$ cat src/lrd_pkg.sv
// Constants, types and register map of the LVDS receive deserializer.
// Function
// - Full rate: sample serial data on serial clock rising edges only.
// - Half rate: sample serial data on both serial clock edges.
// - Word width programmable up to ten bits, output bus matches it.
// - Each word reaches the core on the parallel clock rising edge.
// - Optional eight-entry FIFO moves words into the core read clock.
// - With FIFO on, empty flag follows read clock while nothing stored.
// - Deserializer reset clears FIFO and deserializer.
// - Input buffer enable: one turns receiver on, zero turns it off.
// - Dynamic termination: control one connects, zero disconnects.
// - Automatic alignment raises lock output once training has locked.
// - Delay adjust enable, on parallel clock, activates stepping or alignment.
// - Dynamic mode only: step input one raises, zero lowers delay.
// - Delay clear zeroes counter or restarts alignment, per delay mode.
// - Six-bit report shows the delay setting chosen at lock.
// - Alignment centres sampling in the bit, full rate only.
// - Bypass with width one routes received signal to alternate output.
package lrd_pkg;
   localparam int MCLK_NS = 40;
   localparam int SBIT_NS = 320;
   localparam int BIT_MCLKS = (SBIT_NS + MCLK_NS - 1) / MCLK_NS;
   localparam logic [3:0] BIT_LIMIT = 4'(BIT_MCLKS);
   localparam logic [3:0] HALF_BIT = 4'(BIT_MCLKS / 2);
   localparam int WMAX = 10;
   localparam logic [3:0] WMAX_W = 4'hA;
   localparam logic [3:0] W_BYPASS = 4'h1;
   localparam int FIFO_DEPTH = 8;
   localparam int FIFO_AW = 3;
   localparam int DLY_DEPTH = 8;
   localparam logic [5:0] TAP_MAX = 6'h07;
   localparam logic [2:0] LOCK_HITS = 3'h4;
   localparam logic STATIC_TERM = 1'b1;
   localparam int NSYNC = 9;
   localparam int SY_DATA = 0;
   localparam int SY_SCLK = 1;
   localparam int SY_PCLK = 2;
   localparam int SY_RCLK = 3;
   localparam int SY_RD = 4;
   localparam int SY_RST = 5;
   localparam int SY_DEN = 6;
   localparam int SY_DUP = 7;
   localparam int SY_DCLR = 8;
   localparam logic [7:0] OFS_CTRL = 8'h00;
   localparam logic [7:0] OFS_STATUS = 8'h04;
   localparam logic [7:0] OFS_IRQ_STAT = 8'h08;
   localparam logic [7:0] OFS_IRQ_MASK = 8'h0C;
   localparam logic [7:0] OFS_WORD = 8'h10;
   localparam logic [1:0] RESP_OKAY = 2'h0;
   localparam logic [1:0] RESP_SLVERR = 2'h2;
   localparam int NIRQ = 4;
   localparam int IRQ_LOCK = 0;
   localparam int IRQ_UNLOCK = 1;
   localparam int IRQ_OVF = 2;
   localparam int IRQ_UDF = 3;
   typedef enum logic [1:0] {
      DLY_STATIC = 2'b00,
      DLY_DYNAMIC = 2'b01,
      DLY_AUTO = 2'b10
   } lrd_dmode_e;
   typedef enum logic [1:0] {
      DPA_IDLE = 2'b00,
      DPA_TRAIN = 2'b01,
      DPA_LOCKED = 2'b10
   } lrd_dpa_e;
   typedef struct packed {
      logic [3:0] width;
      logic half_rate;
      logic fifo_en;
      lrd_dmode_e dmode;
      logic bypass;
      logic buf_on;
      logic term_dyn;
      logic term_on;
   } lrd_ctrl_s;
   localparam int CTRL_W = $bits(lrd_ctrl_s);
   localparam lrd_ctrl_s CTRL_RST = 12'h805;
   typedef struct packed {
      logic enable;
      logic step;
      logic up;
      logic clear;
   } lrd_dly_s;
endpackage : lrd_pkg

$ cat src/lrd_rx_deser.sv
// LVDS receive deserializer with alignment, crossing FIFO and AXI4-Lite.
//
// Chosen here: the register offsets and the AXI4-Lite register port.
`timescale 1ns/1ps
module lrd_rx_deser
   import lrd_pkg::*;
(
   input wire logic MCLK,
   input wire logic RESETN,
   input wire logic SERIAL_DATA,
   input wire logic SERIAL_BIT_CLOCK,
   input wire logic PARALLEL_WORD_CLOCK,
   input wire logic CORE_READ_CLOCK,
   input wire logic FIFO_READ,
   input wire logic DESER_RESET,
   input wire logic DELAY_ADJUST_ENABLE,
   input wire logic DELAY_STEP_UP,
   input wire logic DELAY_COUNTER_CLEAR,
   output logic [WMAX-1:0] PARALLEL_WORD,
   output logic FIFO_EMPTY,
   output logic ALIGN_LOCK,
   output logic [5:0] FINAL_TAP_REPORT,
   output logic BYPASS_CLOCK_OUT,
   output logic INPUT_BUFFER_ON,
   output logic TERMINATION_ON,
   output logic IRQ,
   input wire logic [7:0] S_AXI_AWADDR,
   input wire logic S_AXI_AWVALID,
   output logic S_AXI_AWREADY,
   input wire logic [31:0] S_AXI_WDATA,
   input wire logic [3:0] S_AXI_WSTRB,
   input wire logic S_AXI_WVALID,
   output logic S_AXI_WREADY,
   output logic [1:0] S_AXI_BRESP,
   output logic S_AXI_BVALID,
   input wire logic S_AXI_BREADY,
   input wire logic [7:0] S_AXI_ARADDR,
   input wire logic S_AXI_ARVALID,
   output logic S_AXI_ARREADY,
   output logic [31:0] S_AXI_RDATA,
   output logic [1:0] S_AXI_RRESP,
   output logic S_AXI_RVALID,
   input wire logic S_AXI_RREADY
);
   function automatic logic [3:0] eff_width(input logic [3:0] w);
      eff_width = (w == 4'h0) ? W_BYPASS : ((w > WMAX_W) ? WMAX_W : w);
   endfunction : eff_width

   function automatic logic [WMAX-1:0] width_mask(input logic [3:0] n);
      width_mask = '0;
      for (int i = 0; i < WMAX; i++) begin
         width_mask[i] = (i < int'(n));
      end
   endfunction : width_mask

   function automatic logic [31:0] merge32(input logic [31:0] old,
      input logic [31:0] nw, input logic [3:0] strb);
      merge32 = old;
      for (int b = 0; b < 4; b++) begin
         if (strb[b]) begin
            merge32[b*8 +: 8] = nw[b*8 +: 8];
         end
      end
   endfunction : merge32

   // Every pin but RESETN and the AXI port is foreign to MCLK, including the three link clocks.
   logic [NSYNC-1:0] pin_bus, sy1_r, sy2_r, prev_r;
   logic [NSYNC-1:0] rise, fall;
   assign pin_bus = {DELAY_COUNTER_CLEAR, DELAY_STEP_UP, DELAY_ADJUST_ENABLE,
      DESER_RESET, FIFO_READ, CORE_READ_CLOCK, PARALLEL_WORD_CLOCK,
      SERIAL_BIT_CLOCK, SERIAL_DATA};
   always_ff @(posedge MCLK or negedge RESETN) begin
      if (!RESETN) begin
         sy1_r <= '0;
         sy2_r <= '0;
         prev_r <= '0;
      end else begin
         sy1_r <= pin_bus;
         sy2_r <= sy1_r;
         prev_r <= sy2_r;
      end
   end
   assign rise = sy2_r & ~prev_r;
   assign fall = ~sy2_r & prev_r;

   lrd_ctrl_s ctrl_r;
   logic [3:0] wsel;
   logic par_rise, rd_rise, deser_clr, dynamic, auto_ok;
   lrd_dly_s dly;
   assign wsel = eff_width(ctrl_r.width);
   assign par_rise = rise[SY_PCLK];
   assign rd_rise = rise[SY_RCLK];
   assign deser_clr = sy2_r[SY_RST];
   assign dynamic = (ctrl_r.dmode == DLY_DYNAMIC);
   assign auto_ok = (ctrl_r.dmode == DLY_AUTO) && !ctrl_r.half_rate;
   // Delay controls only count on a parallel clock rising edge.
   assign dly.enable = sy2_r[SY_DEN];
   assign dly.step = par_rise && sy2_r[SY_DEN] && dynamic;
   assign dly.up = sy2_r[SY_DUP];
   assign dly.clear = par_rise && sy2_r[SY_DCLR];

   // Input buffer and tapped delay line, one MCLK per tap.
   logic din, din_old, delayed;
   logic [DLY_DEPTH-1:0] dl_r;
   logic [5:0] tap_r;
   assign din = sy2_r[SY_DATA] && ctrl_r.buf_on;
   assign din_old = dl_r[0];
   assign delayed = dl_r[tap_r[2:0]];
   always_ff @(posedge MCLK or negedge RESETN) begin
      if (!RESETN) begin
         dl_r <= '0;
      end else begin
         dl_r <= {dl_r[DLY_DEPTH-2:0], din};
      end
   end

   // Alignment measures where data edges fall relative to the sample edge.
   lrd_dpa_e dpa_st_r, dpa_nxt;
   logic [3:0] since_r;
   logic [2:0] hits_r, hits_nxt, est_r, est_nxt, est;
   logic den_r, dpa_go, est_ev, lock_r, lock_entry;
   assign est = 3'(since_r - HALF_BIT - 4'h1);
   assign est_ev = rise[SY_SCLK] && (since_r < BIT_LIMIT);
   assign dpa_go = auto_ok && den_r;
   always_ff @(posedge MCLK or negedge RESETN) begin
      if (!RESETN) begin
         since_r <= '0;
         den_r <= 1'b0;
      end else begin
         since_r <= (din != din_old) ? 4'h0 :
            ((since_r == 4'hF) ? since_r : since_r + 4'h1);
         den_r <= par_rise ? dly.enable : den_r;
      end
   end
   always_comb begin
      dpa_nxt = dpa_st_r;
      hits_nxt = hits_r;
      est_nxt = est_r;
      unique case (dpa_st_r)
         DPA_IDLE: begin
            hits_nxt = 3'h0;
            dpa_nxt = dpa_go ? DPA_TRAIN : DPA_IDLE;
         end
         DPA_TRAIN: begin
            if (!dpa_go) begin
               dpa_nxt = DPA_IDLE;
            end else if (est_ev) begin
               est_nxt = est;
               hits_nxt = (est == est_r) ? hits_r + 3'h1 : 3'h0;
               if ((est == est_r) && (hits_r == LOCK_HITS - 3'h1)) begin
                  dpa_nxt = DPA_LOCKED;
               end
            end
         end
         DPA_LOCKED: begin
            dpa_nxt = dpa_go ? DPA_LOCKED : DPA_IDLE;
         end
         default: begin
            dpa_nxt = DPA_IDLE;
         end
      endcase
      if (dly.clear && (ctrl_r.dmode == DLY_AUTO)) begin
         dpa_nxt = DPA_IDLE;
      end
   end
   assign lock_entry = (dpa_nxt == DPA_LOCKED) && (dpa_st_r != DPA_LOCKED);
   always_ff @(posedge MCLK or negedge RESETN) begin
      if (!RESETN) begin
         dpa_st_r <= DPA_IDLE;
         hits_r <= '0;
         est_r <= '0;
         lock_r <= 1'b0;
      end else begin
         dpa_st_r <= dpa_nxt;
         hits_r <= hits_nxt;
         est_r <= est_nxt;
         lock_r <= (dpa_nxt == DPA_LOCKED);
      end
   end
   assign ALIGN_LOCK = lock_r;

   // Delay tap: manual steps in dynamic mode, training result in auto mode.
   logic [5:0] tap_nxt, final_tap_r;
   always_comb begin
      tap_nxt = tap_r;
      if (dynamic && dly.clear) begin
         tap_nxt = 6'h00;
      end else if (dly.step && dly.up && (tap_r < TAP_MAX)) begin
         tap_nxt = tap_r + 6'h01;
      end else if (dly.step && !dly.up && (tap_r != 6'h00)) begin
         tap_nxt = tap_r - 6'h01;
      end else if (lock_entry) begin
         tap_nxt = {3'h0, est};
      end
   end
   always_ff @(posedge MCLK or negedge RESETN) begin
      if (!RESETN) begin
         tap_r <= '0;
         final_tap_r <= '0;
      end else begin
         tap_r <= tap_nxt;
         final_tap_r <= lock_entry ? {3'h0, est} : final_tap_r;
      end
   end
   assign FINAL_TAP_REPORT = final_tap_r;

   // Deserializer: the word fills from bit zero upward.
   logic smp_ev, last_bit;
   logic [WMAX-1:0] shreg_r, done_r, put_word;
   logic [3:0] bitcnt_r;
   assign smp_ev = ctrl_r.half_rate ? (rise[SY_SCLK] || fall[SY_SCLK])
      : rise[SY_SCLK];
   assign last_bit = (bitcnt_r >= wsel - 4'h1);
   always_comb begin
      put_word = shreg_r;
      for (int i = 0; i < WMAX; i++) begin
         if (i == int'(bitcnt_r)) begin
            put_word[i] = delayed;
         end
      end
   end
   always_ff @(posedge MCLK or negedge RESETN) begin
      if (!RESETN) begin
         shreg_r <= '0;
         bitcnt_r <= '0;
         done_r <= '0;
      end else if (deser_clr) begin
         shreg_r <= '0;
         bitcnt_r <= '0;
         done_r <= '0;
      end else if (smp_ev) begin
         shreg_r <= last_bit ? '0 : put_word;
         bitcnt_r <= last_bit ? 4'h0 : bitcnt_r + 4'h1;
         done_r <= last_bit ? (put_word & width_mask(wsel)) : done_r;
      end
   end

   // Crossing FIFO; a full FIFO drops the newest word and flags it.
   logic [WMAX-1:0] mem [FIFO_DEPTH];
   logic [FIFO_AW:0] wp_r, rp_r, wp_nxt, rp_nxt, fifo_cnt;
   logic empty_now, full_now, push, pop, ovf_ev, udf_ev, rd_req;
   logic fifo_empty_r;
   logic [WMAX-1:0] word_r;
   assign rd_req = rd_rise && sy2_r[SY_RD];
   assign empty_now = (wp_r == rp_r);
   assign full_now = (wp_r[FIFO_AW] != rp_r[FIFO_AW]) &&
      (wp_r[FIFO_AW-1:0] == rp_r[FIFO_AW-1:0]);
   assign push = ctrl_r.fifo_en && par_rise && !full_now;
   assign ovf_ev = ctrl_r.fifo_en && par_rise && full_now;
   assign pop = ctrl_r.fifo_en && rd_req && !empty_now;
   assign udf_ev = ctrl_r.fifo_en && rd_req && empty_now;
   assign wp_nxt = wp_r + {{FIFO_AW{1'b0}}, push};
   assign rp_nxt = rp_r + {{FIFO_AW{1'b0}}, pop};
   assign fifo_cnt = wp_r - rp_r;
   always_ff @(posedge MCLK) begin
      if (push) begin
         mem[wp_r[FIFO_AW-1:0]] <= done_r;
      end
   end
   always_ff @(posedge MCLK or negedge RESETN) begin
      if (!RESETN) begin
         wp_r <= '0;
         rp_r <= '0;
      end else if (deser_clr || !ctrl_r.fifo_en) begin
         wp_r <= '0;
         rp_r <= '0;
      end else begin
         wp_r <= wp_nxt;
         rp_r <= rp_nxt;
      end
   end
   always_ff @(posedge MCLK or negedge RESETN) begin
      if (!RESETN) begin
         fifo_empty_r <= 1'b1;
      end else if (deser_clr || !ctrl_r.fifo_en) begin
         fifo_empty_r <= 1'b1;
      end else if (rd_rise) begin
         fifo_empty_r <= (wp_nxt == rp_nxt);
      end
   end
   always_ff @(posedge MCLK or negedge RESETN) begin
      if (!RESETN) begin
         word_r <= '0;
      end else if (deser_clr) begin
         word_r <= '0;
      end else if (!ctrl_r.fifo_en && par_rise) begin
         word_r <= done_r;
      end else if (pop) begin
         word_r <= mem[rp_r[FIFO_AW-1:0]];
      end
   end
   assign PARALLEL_WORD = word_r;
   assign FIFO_EMPTY = fifo_empty_r;

   // Bypass, buffer enable and termination pins.
   logic byp_r, bufon_r, term_r;
   always_ff @(posedge MCLK or negedge RESETN) begin
      if (!RESETN) begin
         byp_r <= 1'b0;
         bufon_r <= 1'b0;
         term_r <= 1'b0;
      end else begin
         byp_r <= ctrl_r.bypass && (wsel == W_BYPASS) && delayed;
         bufon_r <= ctrl_r.buf_on;
         term_r <= ctrl_r.term_dyn ? ctrl_r.term_on : STATIC_TERM;
      end
   end
   assign BYPASS_CLOCK_OUT = byp_r;
   assign INPUT_BUFFER_ON = bufon_r;
   assign TERMINATION_ON = term_r;

   // AXI4-Lite slave: one write and one read in flight.
   logic awready_r, wready_r, bvalid_r, arready_r, rvalid_r, aw_hold_r;
   logic w_hold_r, wr_go, irq_r;
   logic [7:0] awaddr_r;
   logic [31:0] wdata_r, rdata_r, ctrl_word, status_word, rd_mux;
   logic [3:0] wstrb_r;
   logic [1:0] bresp_r, rresp_r;
   logic wr_ctrl, wr_stat, wr_mask, wr_hit, rd_hit;
   logic [NIRQ-1:0] irq_stat_r, irq_mask_r, irq_ev, stat_nxt, mask_nxt;
   logic [31:0] w1c_word, mask_word;
   assign wr_go = aw_hold_r && w_hold_r && !bvalid_r;
   assign wr_ctrl = wr_go && (awaddr_r == OFS_CTRL);
   assign wr_stat = wr_go && (awaddr_r == OFS_IRQ_STAT);
   assign wr_mask = wr_go && (awaddr_r == OFS_IRQ_MASK);
   assign wr_hit = wr_ctrl || wr_stat || wr_mask || (awaddr_r == OFS_STATUS)
      || (awaddr_r == OFS_WORD);
   assign ctrl_word = merge32({{(32-CTRL_W){1'b0}}, ctrl_r}, wdata_r, wstrb_r);
   assign w1c_word = merge32(32'h0000_0000, wdata_r, wstrb_r);
   assign mask_word = merge32({{(32-NIRQ){1'b0}}, irq_mask_r}, wdata_r,
      wstrb_r);
   assign status_word = {20'h0_0000, fifo_cnt, tap_r, fifo_empty_r, lock_r};
   assign rd_hit = (S_AXI_ARADDR == OFS_CTRL) ||
      (S_AXI_ARADDR == OFS_STATUS) || (S_AXI_ARADDR == OFS_IRQ_STAT) ||
      (S_AXI_ARADDR == OFS_IRQ_MASK) || (S_AXI_ARADDR == OFS_WORD);
   assign rd_mux =
      (S_AXI_ARADDR == OFS_CTRL) ? {{(32-CTRL_W){1'b0}}, ctrl_r} :
      (S_AXI_ARADDR == OFS_STATUS) ? status_word :
      (S_AXI_ARADDR == OFS_IRQ_STAT) ? {{(32-NIRQ){1'b0}}, irq_stat_r} :
      (S_AXI_ARADDR == OFS_IRQ_MASK) ? {{(32-NIRQ){1'b0}}, irq_mask_r} :
      (S_AXI_ARADDR == OFS_WORD) ? {{(32-WMAX){1'b0}}, done_r} :
      32'h0000_0000;
   always_ff @(posedge MCLK or negedge RESETN) begin
      if (!RESETN) begin
         awready_r <= 1'b1;
         aw_hold_r <= 1'b0;
         awaddr_r <= '0;
      end else if (S_AXI_AWVALID && awready_r) begin
         awready_r <= 1'b0;
         aw_hold_r <= 1'b1;
         awaddr_r <= S_AXI_AWADDR;
      end else begin
         aw_hold_r <= wr_go ? 1'b0 : aw_hold_r;
         awready_r <= (bvalid_r && S_AXI_BREADY) ? 1'b1 : awready_r;
      end
   end
   always_ff @(posedge MCLK or negedge RESETN) begin
      if (!RESETN) begin
         wready_r <= 1'b1;
         w_hold_r <= 1'b0;
         wdata_r <= '0;
         wstrb_r <= '0;
      end else if (S_AXI_WVALID && wready_r) begin
         wready_r <= 1'b0;
         w_hold_r <= 1'b1;
         wdata_r <= S_AXI_WDATA;
         wstrb_r <= S_AXI_WSTRB;
      end else begin
         w_hold_r <= wr_go ? 1'b0 : w_hold_r;
         wready_r <= (bvalid_r && S_AXI_BREADY) ? 1'b1 : wready_r;
      end
   end
   always_ff @(posedge MCLK or negedge RESETN) begin
      if (!RESETN) begin
         bvalid_r <= 1'b0;
         bresp_r <= RESP_OKAY;
      end else if (wr_go) begin
         bvalid_r <= 1'b1;
         bresp_r <= wr_hit ? RESP_OKAY : RESP_SLVERR;
      end else if (S_AXI_BREADY) begin
         bvalid_r <= 1'b0;
      end
   end
   always_ff @(posedge MCLK or negedge RESETN) begin
      if (!RESETN) begin
         arready_r <= 1'b1;
         rvalid_r <= 1'b0;
         rdata_r <= '0;
         rresp_r <= RESP_OKAY;
      end else if (S_AXI_ARVALID && arready_r) begin
         arready_r <= 1'b0;
         rvalid_r <= 1'b1;
         rdata_r <= rd_mux;
         rresp_r <= rd_hit ? RESP_OKAY : RESP_SLVERR;
      end else if (rvalid_r && S_AXI_RREADY) begin
         arready_r <= 1'b1;
         rvalid_r <= 1'b0;
      end
   end
   always_ff @(posedge MCLK or negedge RESETN) begin
      if (!RESETN) begin
         ctrl_r <= CTRL_RST;
      end else if (wr_ctrl) begin
         ctrl_r <= ctrl_word[CTRL_W-1:0];
      end
   end

   // Sticky events: a new event outranks a clear in the same cycle.
   assign irq_ev[IRQ_LOCK] = lock_entry;
   assign irq_ev[IRQ_UNLOCK] = lock_r && (dpa_nxt != DPA_LOCKED);
   assign irq_ev[IRQ_OVF] = ovf_ev;
   assign irq_ev[IRQ_UDF] = udf_ev;
   assign stat_nxt = (irq_stat_r & ~(wr_stat ? w1c_word[NIRQ-1:0] :
      {NIRQ{1'b0}})) | irq_ev;
   assign mask_nxt = wr_mask ? mask_word[NIRQ-1:0] : irq_mask_r;
   always_ff @(posedge MCLK or negedge RESETN) begin
      if (!RESETN) begin
         irq_stat_r <= '0;
         irq_mask_r <= '0;
         irq_r <= 1'b0;
      end else begin
         irq_stat_r <= stat_nxt;
         irq_mask_r <= mask_nxt;
         irq_r <= |(stat_nxt & mask_nxt);
      end
   end
   assign IRQ = irq_r;
   assign S_AXI_AWREADY = awready_r;
   assign S_AXI_WREADY = wready_r;
   assign S_AXI_BVALID = bvalid_r;
   assign S_AXI_BRESP = bresp_r;
   assign S_AXI_ARREADY = arready_r;
   assign S_AXI_RVALID = rvalid_r;
   assign S_AXI_RDATA = rdata_r;
   assign S_AXI_RRESP = rresp_r;

   AST_FULL_NO_FALL: assert property (@(posedge MCLK) disable iff (!RESETN)
      (!ctrl_r.half_rate && fall[SY_SCLK] && !deser_clr)
      |=> $stable(bitcnt_r) && $stable(shreg_r))
      else $error("full rate sampled on a falling edge");
   AST_HALF_FALL: assert property (@(posedge MCLK) disable iff (!RESETN)
      (ctrl_r.half_rate && fall[SY_SCLK] && !deser_clr && $stable(ctrl_r))
      |=> (bitcnt_r == 4'h0) || (bitcnt_r == $past(bitcnt_r) + 4'h1))
      else $error("half rate missed a falling edge");
   AST_WORD_ON_PAR: assert property (@(posedge MCLK) disable iff (!RESETN)
      ($changed(word_r) && !ctrl_r.fifo_en && !$past(ctrl_r.fifo_en))
      |-> $past(par_rise) || $past(deser_clr))
      else $error("word changed off the parallel clock edge");
   AST_EMPTY_RD: assert property (@(posedge MCLK) disable iff (!RESETN)
      (ctrl_r.fifo_en && rd_rise && !deser_clr)
      |=> FIFO_EMPTY == (wp_r == rp_r))
      else $error("empty flag wrong after read clock edge");
   AST_STEP_UP: assert property (@(posedge MCLK) disable iff (!RESETN)
      (dly.step && dly.up && !dly.clear && tap_r < TAP_MAX)
      |=> tap_r == $past(tap_r) + 6'h01)
      else $error("delay step up not applied");
   AST_CLEAR: assert property (@(posedge MCLK) disable iff (!RESETN)
      (dly.clear && dynamic) |=> tap_r == 6'h00 ##1 tap_r < 6'h02)
      else $error("delay clear did not zero the tap");
   AST_BUF_OFF: assert property (@(posedge MCLK) disable iff (!RESETN)
      (!ctrl_r.buf_on) [*8] |=> dl_r == '0)
      else $error("data passed with the input buffer off");
   AST_LOCK_MODE: assert property (@(posedge MCLK) disable iff (!RESETN)
      ALIGN_LOCK |-> $past(ctrl_r.dmode) == DLY_AUTO &&
      !$past(ctrl_r.half_rate))
      else $error("lock outside full rate automatic mode");
   AST_LOCK_TAP: assert property (@(posedge MCLK) disable iff (!RESETN)
      $rose(lock_r) |-> FINAL_TAP_REPORT == tap_r)
      else $error("tap report differs from locked tap");
   AST_BYPASS: assert property (@(posedge MCLK) disable iff (!RESETN)
      (ctrl_r.bypass && wsel == W_BYPASS) |=> BYPASS_CLOCK_OUT ==
      $past(delayed))
      else $error("bypass output does not follow the lane");
endmodule : lrd_rx_deser

$ cat config.mk
export PLATFORM = sky130hd
export DESIGN_NAME = lrd_rx_deser
export DESIGN_NICKNAME = d
export VERILOG_FILES = /design/src/lrd_pkg.sv /design/src/lrd_rx_deser.sv
export SDC_FILE = /design/constraint.sdc
export NUM_CORES = 1
export LEC_CHECK = 0
export BUFFER_PORTS_ARGS = -buffer_cell sky130_fd_sc_hd__buf_4
export CORE_UTILIZATION = 37
export CTS_CLUSTER_DIAMETER = 200
export DETAILED_ROUTE_END_ITERATION = 12
export GPL_ROUTABILITY_DRIVEN = 1
export GPL_TIMING_DRIVEN = 0
export REMOVE_ABC_BUFFERS = 1
export SLEW_MARGIN = 40
export SYNTH_ARGS = -nofsm -noshare
export SYNTH_HDL_FRONTEND = slang
export SYNTH_SLANG_ARGS = --single-unit
export TNS_END_PERCENT = 1
$ cat constraint.sdc
create_clock -name MCLK -period 3 [get_ports MCLK]
set_input_delay 0.45 -clock MCLK [delete_from_list [all_inputs] [get_ports MCLK]]
set_output_delay 0.45 -clock MCLK [all_outputs]
set_load 0.005 [all_outputs]
== Yosys cells after proc, flatten, opt, wreduce, memory -nomap -nowiden ==
Memory sizes are Yosys's and may differ from the RTL's.
Index checks and enable logic that the tools add are counted.
Cells by class
  add/sub/neg operators: 11
  $lt $le $gt $ge: 15
  bitwise operators: 9
  equality and inequality tests: 36
  reductions and logical operators: 77
  shift-type cells: 0
  $mul: 0
  muxes and demuxes: 74
  divide/modulo/power cells: 0
Operators by type and width (count)
  10-bit two-way mux: 12
  4-bit two-way mux: 13
  1-bit logical AND: 37
  8-bit by 4-bit == test with 1-bit output, second input constant: 4
  1-bit two-way mux: 30
  4-bit == test, first input constant: 6
  12-bit two-way mux: 2
  6-bit two-way mux: 4
  2-bit nonzero test: 10
  8-bit by 3-bit == test with 1-bit output, second input constant: 2
  8-bit by 5-bit == test with 1-bit output, second input constant: 2
  8-bit logical NOT: 2
  3-bit by 4-bit less-than comparator with 1-bit output, first input constant: 4
  2-bit two-way mux: 7
  4-bit AND: 3
  10-bit AND: 1
  1-bit logical OR: 10
  2-bit inequality test, second input constant: 5
  3-bit two-way mux: 3
  4-bit by 1-bit adder with 4-bit output: 2
  4-bit by 1-bit adder with 4-bit output, second input constant: 2
  3-bit by 4-bit == test with 1-bit output, first input constant: 2
  4-bit == test: 2
  4-bit logical NOT: 2
  38 further kinds: 55
Word-level totals
  bits in latches: 0
  memories kept: 1
  bits in writable memories: 80
  register bits after elaboration: 185
  logic and storage cells: 269
  memory bits (read-only): 0
Memories
  mem: depth 8, width 10, read ports 1, clocked after memory_dff 0, write ports 1, line lrd_rx_deser.sv:239  | logic [WMAX-1:0] mem [FIFO_DEPTH];

== Depth between registers and ports, before layout ==
Gate-level depths: netlist of run 1.
  depth after elaboration: 15
  gate-level depth with buffers: 14
  mapped depth without buffers: 12

== Least setup slack after synthesis of run 1 ==
OpenSTA, ideal clock, no wires.
  path kind: register -> register
  start: reg ctrl_r[11] in the netlist's numbering
  end: reg done_r[0]
  path slack: -137 ps
  data arrival time: 3012 ps
  cell stages (with the launch flop): 12
  clock period less this slack: 3137 ps
  path buffers: 2
  cells stage by stage: dfstp_2 > clkbuf_1 > nand2_1 > o21a_1 > ha_1 > ha_1 > a21o_1 > a21o_1 > a211oi_1 > or2_2 > buf_2 > mux2_2
On the way
  longest elaborated chain between the ends: 8
Ends and longest elaborated chain
  from (decl): line lrd_rx_deser.sv:86  | lrd_ctrl_s ctrl_r;
  from (signal assigned): line lrd_rx_deser.sv:404  | ctrl_r <= ctrl_word[CTRL_W-1:0];
  4-bit > comparator: line lrd_rx_deser.sv:46  | eff_width = (w == 4'h0) ? W_BYPASS : ((w > WMAX_W) ? WMAX_W : w);
  4-bit two-way mux: line lrd_rx_deser.sv:46
  4-bit two-way mux (*): line lrd_rx_deser.sv:46
  branches (longest 5 deep; another with 4-bit by 1-bit subtractor with 4-bit output)
  to (signal assigned): line lrd_rx_deser.sv:234  | done_r <= last_bit ? (put_word & width_mask(wsel)) : done_r;
  to (decl): line lrd_rx_deser.sv:209  | logic [WMAX-1:0] shreg_r, done_r, put_word;
Every way passes the cells marked *. The select of a mux whose other input is x is not followed.
A chain may end at the register's enable or synchronous reset.

== Final worst setup path of run 1 ==
Ends and elaborated chain as after synthesis.

==> results of run 1 <==
[flip-flops by register name, indices dropped and copies added (netlist names), 8 cells and up]
register       cells
PARALLEL_WORD     10
S_AXI_RDATA       12
awaddr_r           8
ctrl_r            12
dl_r               8
done_r            10
mem               80
shreg_r           10
sy1_r              9
sy2_r              9
wdata_r           12
[final timing paths]
kind	depth (start not counted)	slack [ns]	to	start
max	10	0.09	done_r[0]	ctrl_r[11]
min	1	0.03	sy1_r[0]	SERIAL_DATA
max reg2reg	10	0.09	done_r[0]	ctrl_r[11]
min reg2reg	0	0.35	sy2_r[4]	sy1_r[4]
max in group asynchronous	3	1.99	FIFO_EMPTY	RESETN
min in group asynchronous	2	0.35	since_r[0]	RESETN
[worst register-to-register path, stage by stage, from the launching register on]
cell	delay, ns
dfstp_2	0.69
nand2_1	0.09
o21a_1	0.15
ha_1	0.32
ha_1	0.28
a21o_1	0.15
a21o_1	0.20
a211oi_4	0.27
buf_6	0.14
or2_4	0.18
mux2_2	0.34
[power breakdown]
group | total (mW) | leakage [nW] | internal [mW] | switching (mW)
Sequential | 4.04 | 2.77 | 3.71 | 0.330
Clock | 3.57 | 0.462 | 2.25 | 1.33
Combinational | 1.13 | 2.12 | 0.591 | 0.543
[per-layer routing]
layer,GRT usage,up-vias,wire (um)
met2,0.264,207,11500
met1,0.233,3418,10800
li1,-,3271,-
met5,0,-,0
met3,0.0295,40,1610
met4,0.0446,0,560
[cell type report]
class,instances,area share
Clock buffer,28,0.0524
Sequential cell,242,0.499
Tap cell,384,0.0370
Multi-Input combinational cell,555,0.315
Timing Repair Buffer,98,0.0629
Inverter,38,0.0113
Clock inverter,21,0.0226
[layout by cell type, fill, tap and decap left out, types with 7 or more instances in the layout]
cell,instances
nand2_1,101
nor2_2,7
conb_1,25
buf_4,87
nor2_1,30
o21ai_0,52
clkbuf_16,27
nor2b_1,12
dfstp_2,7
nand3_1,10
edfxtp_1,80
dfrtp_1,150
xor2_1,12
mux2_2,42
a21o_1,8
bufinv_16,7
a21oi_1,53
o41ai_1,10
inv_1,36
ha_1,25
nand2b_1,12
mux4_2,22
nor3_1,11
mux2i_1,17
o22ai_1,17
[kinds of logic (layout without fill, tap and decap cells)]
family                     after synthesis  in the layout  synth area share
DFF                                    242            242             0.599
xor gates and xnor gates                19             19            0.0168
adders and majority gates               27             27            0.0320
AOI/OAI and AO/OA                      177            178             0.100
muxes                                   81             81             0.106
buffers and inverters                   96            185            0.0428
other                                    1             25          0.000348
and+or+nand+nor                        225            225             0.103
[stage by stage]
stage          hold slack [ns]  TNS, ns
6_report                0.0280        0
5_1_grt                0.00375    -3.54
4_1_cts                0.00328        0
2_1_floorplan            0.154   -19.90
3_3_place_gp             0.335  -135.37
3_5_place_dp             0.308   -31.21
[what timing repair did]
item | CTS | global route
buffers inserted | 4 | 2
endpoints found under the setup margin | 108 | 88
resized for setup | 10 | 9
pin swaps | 3 | 2
hold buffers | 1 | 0
cloned | 1 | 0
hold endpoints to repair | 21 | 0
==> flow_metrics.tcl, run 1 <==
set metrics [dict create \
    io_buffers 83 \
    grt_max_degree 73 \
    postPlaceCellArea_um2 11900 \
    overflow 0 \
    worstPathRequired_ns 3.41 \
    synth_edf_count 80 \
    syn_area_per_cell_um2 12.4 \
    wl_per_cell_um 17.9 \
    synth.yosys.seq_area_share 0.599 \
    synth_common_cells "dfrtp_1, nand2_1, edfxtp_1" \
    synth_top_area_frac 0.359 \
    synth_most_common_cell "dfrtp_1" \
    drt-pass1-iter-count 8 \
    antenna_found_initial 0 \
    syn_area_um2 10800 \
    ioPinCount 131 \
    grt_pass1_vias 6834 \
    vias_per_cell 5.08 \
    synthTopCellsByArea "dfrtp_1, edfxtp_1, mux4_2" \
    drc_errors 1 \
    critical_path_class "register to register" \
    slowest_stage "dfstp_2" \
    area_growth_pct 20.2 \
    clock_sinks 242 \
    die_y_um 173 \
    setup_viol 0 \
    ys_async_sr_fraction 0.669 \
    p_per_area_nw_per_um2 674 \
    grt_usage 0.165 \
    fp.dieArea_um2 29800 \
    path_max_fanout 12 \
    slew_viol_final 0 \
    rows 62 \
    yosysWarningCount 0 \
    antennaDiodeCount 0 \
    nets 1057 \
    multi_input_area_um2 4080 \
    synth_top_area_cell "dfrtp_1" \
    grt_pass1_wl_um 39000 \
    tightest_slew_ns 0.791 \
    ys_seq_elements 242 \
    p_total_mw 8.75 \
    period_needed_ns 2.91 \
    crit_path_cell_trace "nand2_1 -> o21a_1 -> ha_1 -> ha_1 -> a21o_1 -> a21o_1 -> a211oi_4 -> buf_6 -> or2_4 -> mux2_2" \
    ys.flop_type "dfrtp_1" \
    max-cap-violations 0 \
    crit_path_end_kind "register" \
    timing.slew.headroom 0.468 \
    dp_cells 1309 \
    crit_family "compound AO/OA/AOI/OAI gates" \
    outcome "finished, violations left" \
    critPathMaxStageDelay_ns 0.69 \
    clock.fmax_ghz 0.344 \
    peakVddDrop_mv 0.469 \
    finalNonFillerCells 1366 \
    netlist_instances 868 \
    cts_tree "built" \
    p_leak_nw 5.35 \
    ys_types 67 \
    ant_nets 0 \
    start_util 0.376 \
    fin_crit_sh 0.969 \
    die_w_um 173 \
    vias 6936 \
    critPathBufInv 1 \
    setup_ws_ns 0.0922 \
    hold_class "primary input to register" \
    cts.clk_slew.worst_paths_ns 0.06 \
    fillers 2650 \
    hold_viol 0 \
    cp-start-kind "register" \
    routabilityCongestion 0.832 \
    utilization 0.452 \
    violations "design-rule violations" \
    initialDrtViolationCount 338 \
    dpl.hpwl_um 16600 \
    clockBufferDepth 3 \
    rsz0062_at_grt "true" \
    arrival_ns 3.32 \
    cts-buffers-inserted 27 \
    htree_levels 1 \
    drive_gt1_frac 0.256 \
    seqCellArea_um2 6480 \
    preCtsSetupSlack_ns -0.466 \
    insertion_delay_ns 0.52 \
    cts-root-buf "clkbuf_16" \
    wl_um 24400 \
    clock_skew_ns 0.0131 \
    core_um2 28700 \
    postLayoutCellArea_um2 13000 \
]
Note: power is estimated with default switching activity, not from simulation.
==> run 2: changes to the inputs <==
CORE_UTILIZATION = 53   (was 37)
GPL_ROUTABILITY_DRIVEN = default   (was 1)
PLACE_DENSITY = 0.77   (was default)
==> flow_metrics.tcl, run 2 (same netlist as run 1, synthesis figures left out) <==
set metrics [dict create \
    drt-pass1-iter-count 5 \
    preCtsSetupSlack_ns -0.443 \
    hold_class "primary input to register" \
    rsz0062_at_grt "true" \
    cts-root-buf "clkbuf_16" \
    p_total_mw 8.38 \
    rrSetupSlack_ns 0.07 \
    peakVddDrop_mv 0.615 \
    grt_usage 0.233 \
    io_buffers 83 \
    postLayoutCellArea_um2 12700 \
    drc_errors 0 \
    clock.fmax_ghz 0.342 \
    postPlaceCellArea_um2 11700 \
    cts_tree "built" \
    min_from "DELAY_ADJUST_ENABLE" \
    ioPinCount 131 \
    outcome "completed" \
    wl_per_cell_um 18.8 \
    nets 1052 \
    die_w_um 145 \
    path_common_cell "nand2_1" \
    r2r-start "ctrl_r[10]" \
    htree_levels 1 \
    period_needed_ns 2.93 \
    cts.clk_slew.worst_paths_ns 0.07 \
    routabilityCongestion 0.846 \
    wl_um 23400 \
    clock_sinks 242 \
    p_per_area_nw_per_um2 661 \
    clockBufferDepth 3 \
    area_growth_pct 17.6 \
    worstHoldPathCells 1 \
    clock_skew_ns 0.0134 \
    worstHoldEndpoint "sy1_r[6]" \
    die_y_um 145 \
    start_util 0.547 \
    max-cap-violations 0 \
    ant_nets 0 \
    cp-start-kind "register" \
    mostFrequentLayoutCells "dfrtp_1, nand2_1, buf_4, edfxtp_1, a21oi_1" \
    vias_per_cell 5.74 \
    p_leak_nw 5.29 \
    hold_viol 0 \
    r2r_cells 13 \
    largest_reg_flops 80 \
    worstPathRequired_ns 3.42 \
    cts-buffers-inserted 24 \
    rows 51 \
    drive_gt1_frac 0.247 \
    crit_path_end_kind "register" \
    fin_crit_sh 0.975 \
    rr_endpoint "shreg_r[3]" \
    critPathMaxStageDelay_ns 0.50 \
    tightest_slew_ns 0.770 \
    setup_ws_ns 0.0737 \
    antenna_found_initial 0 \
    path_max_fanout 11 \
    setup_viol 0 \
    timing.slew.headroom 0.487 \
    fp.dieArea_um2 20900 \
    utilization 0.643 \
    initialDrtViolationCount 410 \
    insertion_delay_ns 0.52 \
    grt_max_degree 72 \
    antennaDiodeCount 0 \
    critical_path_class "register to register" \
    slew_viol_final 0 \
    grt_pass1_vias 7110 \
    crit_path_cell_trace "nor2_4 -> nand2_1 -> nand2_1 -> o21a_1 -> inv_1 -> ha_4 -> xnor2_2 -> ha_1 -> a21o_1 -> a211oi_4 -> o211ai_1 -> buf_4 -> o22ai_1" \
    layout_commonest_cell "dfrtp_1" \
    slowest_stage "dfrtp_2" \
    arrival_ns 3.35 \
    core_um2 19700 \
    vias 7117 \
    dpl.hpwl_um 15400 \
    overflow 0 \
    grt_pass1_wl_um 37000 \
]
## run 2: how the worst max path moves through the flow
stage	start	slack [ns]	endpoint	cells past startpoint
6_report	ctrl_r[10]	0.07	shreg_r[3]	13
2_1_floorplan	ctrl_r[10]	-0.93	shreg_r[0]	12
3_3_place_gp	ctrl_r[10]	-2.44	shreg_r[3]	12
4_1_cts	rp_r[2]	0.007	mem[4][1]	7
5_1_grt	ctrl_r[10]	-0.06	shreg_r[3]	13
3_5_place_dp	rp_r[2]	-0.44	FIFO_EMPTY	11
## run 2: final cells by class
| class | instances | area (um^2) |
|---|---|---|
| Inverter | 38 | 146 |
| Timing Repair Buffer | 96 | 772 |
| Clock inverter | 12 | 160 |
| Tap cell | 265 | 332 |
| Clock buffer | 32 | 693 |
| Multi-Input combinational cell | 555 | 4100 |
| Sequential cell | 242 | 6480 |
| Fill cell | 1475 | 7030 |
## run 2: where the power goes
part           internal, mW  leakage, nW  total [mW]  switching [mW]
Sequential             3.71         2.77        4.04           0.333
Combinational         0.583         2.10        1.14           0.554
Clock                  1.97        0.426        3.20            1.23
## run 2: through the flow
stage / cells / hold slack, ns / TNS [ns]
global route: 1240 / 0.0201 / -0.169
floorplan: 834 / 0.154 / -19.90
global placement: 1182 / 0.334 / -117.83
detailed placement: 1188 / 0.305 / -26.96
CTS: 1239 / 0.0175 / 0
finish: 1240 / 0.0334 / 0
## run 2: metal layers
layer	track usage	vias to the layer above	share of wire
li1	-	3271	-
met4	0.0909	0	0.035
met1	0.302	3528	0.43
met5	0	-	0
met2	0.392	265	0.48
met3	0.0395	53	0.057
## run 2: worst max-delay path, delay by kind of cell (launching register included)
family | cells | cell delay [ns]
compound gates | 5 | 1.06
flops | 1 | 0.50
fa+ha+maj | 2 | 0.45
buf+inv | 2 | 0.34
simple gates | 3 | 0.32
xor+xnor | 1 | 0.17
## run 2: timing repair
| action | in CTS | in global routing |
|---|---|---|
| hold endpoints to repair | 22 | 0 |
| cloned | 1 | 0 |
| pin swaps | 4 | 0 |
| hold buffers | 1 | 0 |
| endpoints found under the setup margin | 109 | 94 |
| setup buffers | 5 | 1 |
| resized for setup | 13 | 8 |
==> run 3: changes to the inputs <==
CORE_UTILIZATION = 58   (was 53)
PLACE_DENSITY = 0.8   (was 0.77)
clock period = 3.2 ns   (was 3 ns; I/O delays follow)
==> flow_metrics.tcl, run 3 (same netlist as run 1, synthesis figures left out) <==
set metrics [dict create \
    highest_layer "met4" \
    r2r-start "rp_r[2]" \
    initialDrtViolationCount 605 \
    fillers 1247 \
    p_leak_nw 5.25 \
    setup_viol 0 \
    crit_path_end_kind "register" \
    wl_per_cell_um 19.4 \
    die_y_um 138 \
    cts.clk_slew.worst_paths_ns 0.06 \
    vias_per_cell 5.91 \
    worstPathRequired_ns 3.42 \
    multi_input_area_um2 4070 \
    slew_viol_final 0 \
    die_w_um 138 \
    vias 7114 \
    timing.slew.headroom 0.484 \
    hold_viol 0 \
    fp.dieArea_um2 19200 \
    cp-start-kind "register" \
    routabilityCongestion 0.830 \
    mostFrequentLayoutCells "dfrtp_1, nand2_1, buf_4, edfxtp_1, a21oi_1" \
    critical_path_class "register to register" \
    seqCellArea_um2 6470 \
    insertion_delay_ns 0.52 \
    largest_reg_flops 80 \
    antennaDiodeCount 0 \
    drive_gt1_frac 0.241 \
    start_util 0.597 \
    path_max_fanout 13 \
    cts_tree "built" \
    core_um2 18100 \
    max-cap-violations 0 \
    met2_wirelength_um 11400 \
    grt_pass1_vias 7167 \
    clock.fmax_ghz 0.313 \
    violations "design-rule violations" \
    cts-buffers-inserted 25 \
    overflow 0 \
    critical_path.startpoint "rp_r[2]" \
    grt_usage 0.251 \
    setup_ws_ns 0.00399 \
    htree_levels 1 \
    drt-pass1-iter-count 9 \
    clock_skew_ns 0.0146 \
    rsz0062_at_grt "true" \
    grt_pass1_wl_um 37600 \
    ioPinCount 131 \
    grt_max_degree 77 \
    peakVddDrop_mv 0.584 \
    period_needed_ns 3.20 \
    antenna_found_initial 0 \
    nets 1050 \
    p_per_area_nw_per_um2 615 \
    clock_sinks 242 \
    rows 49 \
    hold_class "primary input to register" \
    met3_length_um 1540 \
    layout_commonest_cell "dfrtp_1" \
    dpl.hpwl_um 15700 \
    setup_tns_ns 0 \
    clockBufferDepth 3 \
    utilization 0.694 \
    wl_um 23300 \
    fin_crit_sh 0.999 \
    wl_met1_um 9650 \
    drc_errors 11 \
    min_from "CORE_READ_CLOCK" \
    arrival_ns 3.42 \
    tightest_slew_ns 0.774 \
    outcome "finished, violations left" \
    area_growth_pct 16.3 \
    preCtsSetupSlack_ns -0.263 \
    io_buffers 83 \
    cts-root-buf "clkbuf_16" \
    ant_nets 0 \
]
run 3: cell count changes in the layout (fill, tap and decap cells not counted), moves of 3 or more:
cell,previous run,this run
buf_4,90,85
clkbuf_8,2,5
dfrtp_2,1,4
dfrtp_4,3,0
nor2_4,5,2
run 3: critical path: stages (launching register included):
cell and delay, ns:
dfrtp_2 0.54, inv_1 0.41, ha_1 0.36, nand3_1 0.26, nand2b_1 0.17, nor2b_1 0.26
nand2_1 0.25, nor3_4 0.36, buf_2 0.28
run 3: per-stage QoR:
| step | hold WS [ns] | cell area (um^2) | cells | power, mW |
|---|---|---|---|---|
| after floorplan | 0.184 | 10600 | 834 | 4.45 |
| final | 0.0667 | 12500 | 1203 | 7.72 |
| after CTS | 0.0495 | 12500 | 1202 | 7.75 |
| after global placement | 0.333 | 11500 | 1146 | 4.78 |
| after detailed placement | 0.335 | 11600 | 1152 | 4.87 |
| after global routing | 0.0560 | 12500 | 1203 | 8.04 |
run 3: worst paths after layout:
| kind | to | slack (ns) | depth (start not counted) |
|---|---|---|---|
| setup / recovery | mem[0][1] | 0.004 | 8 |
| hold / removal | sy1_r[3] | 0.07 | 1 |
| setup reg to reg | mem[0][1] | 0.004 | 8 |
| hold reg to reg | sy2_r[7] | 0.35 | 0 |
| max in group asynchronous | ctrl_r[11] | 2.09 | 3 |
| min in group asynchronous | dpa_st_r[0] | 0.43 | 2 |
run 3: what timing repair did:
| item | in CTS | in global routing |
|---|---|---|
| hold endpoints to repair | 31 | 0 |
| setup endpoints to repair | 92 | 97 |
| resized for setup | 3 | 6 |
| buffers inserted | 2 | 1 |
| cloned | 1 | 0 |
| pin swaps | 2 | 1 |
| hold buffers | 1 | 0 |
run 3: final cells by class:
class | instances | area share
Clock buffer | 36 | 0.0571
Clock inverter | 10 | 0.00818
Inverter | 38 | 0.0114
Multi-Input combinational cell | 555 | 0.324
Sequential cell | 242 | 0.516
Tap cell | 229 | 0.0228
Timing Repair Buffer | 93 | 0.0603
run 3: per-layer routing:
metal / global-route usage / vias up
li1: - / 3256
met1: 0.328 / 3511
met2: 0.419 / 292
met3: 0.0495 / 55
met4: 0.0923 / 0
met5: 0 / -
run 3: power breakdown:
part           total [mW]  internal, mW  switching [mW]
clock                2.87          1.72            1.15
combinational        1.06         0.542           0.520
sequential           3.79          3.48           0.312
total                7.72          5.74            1.98
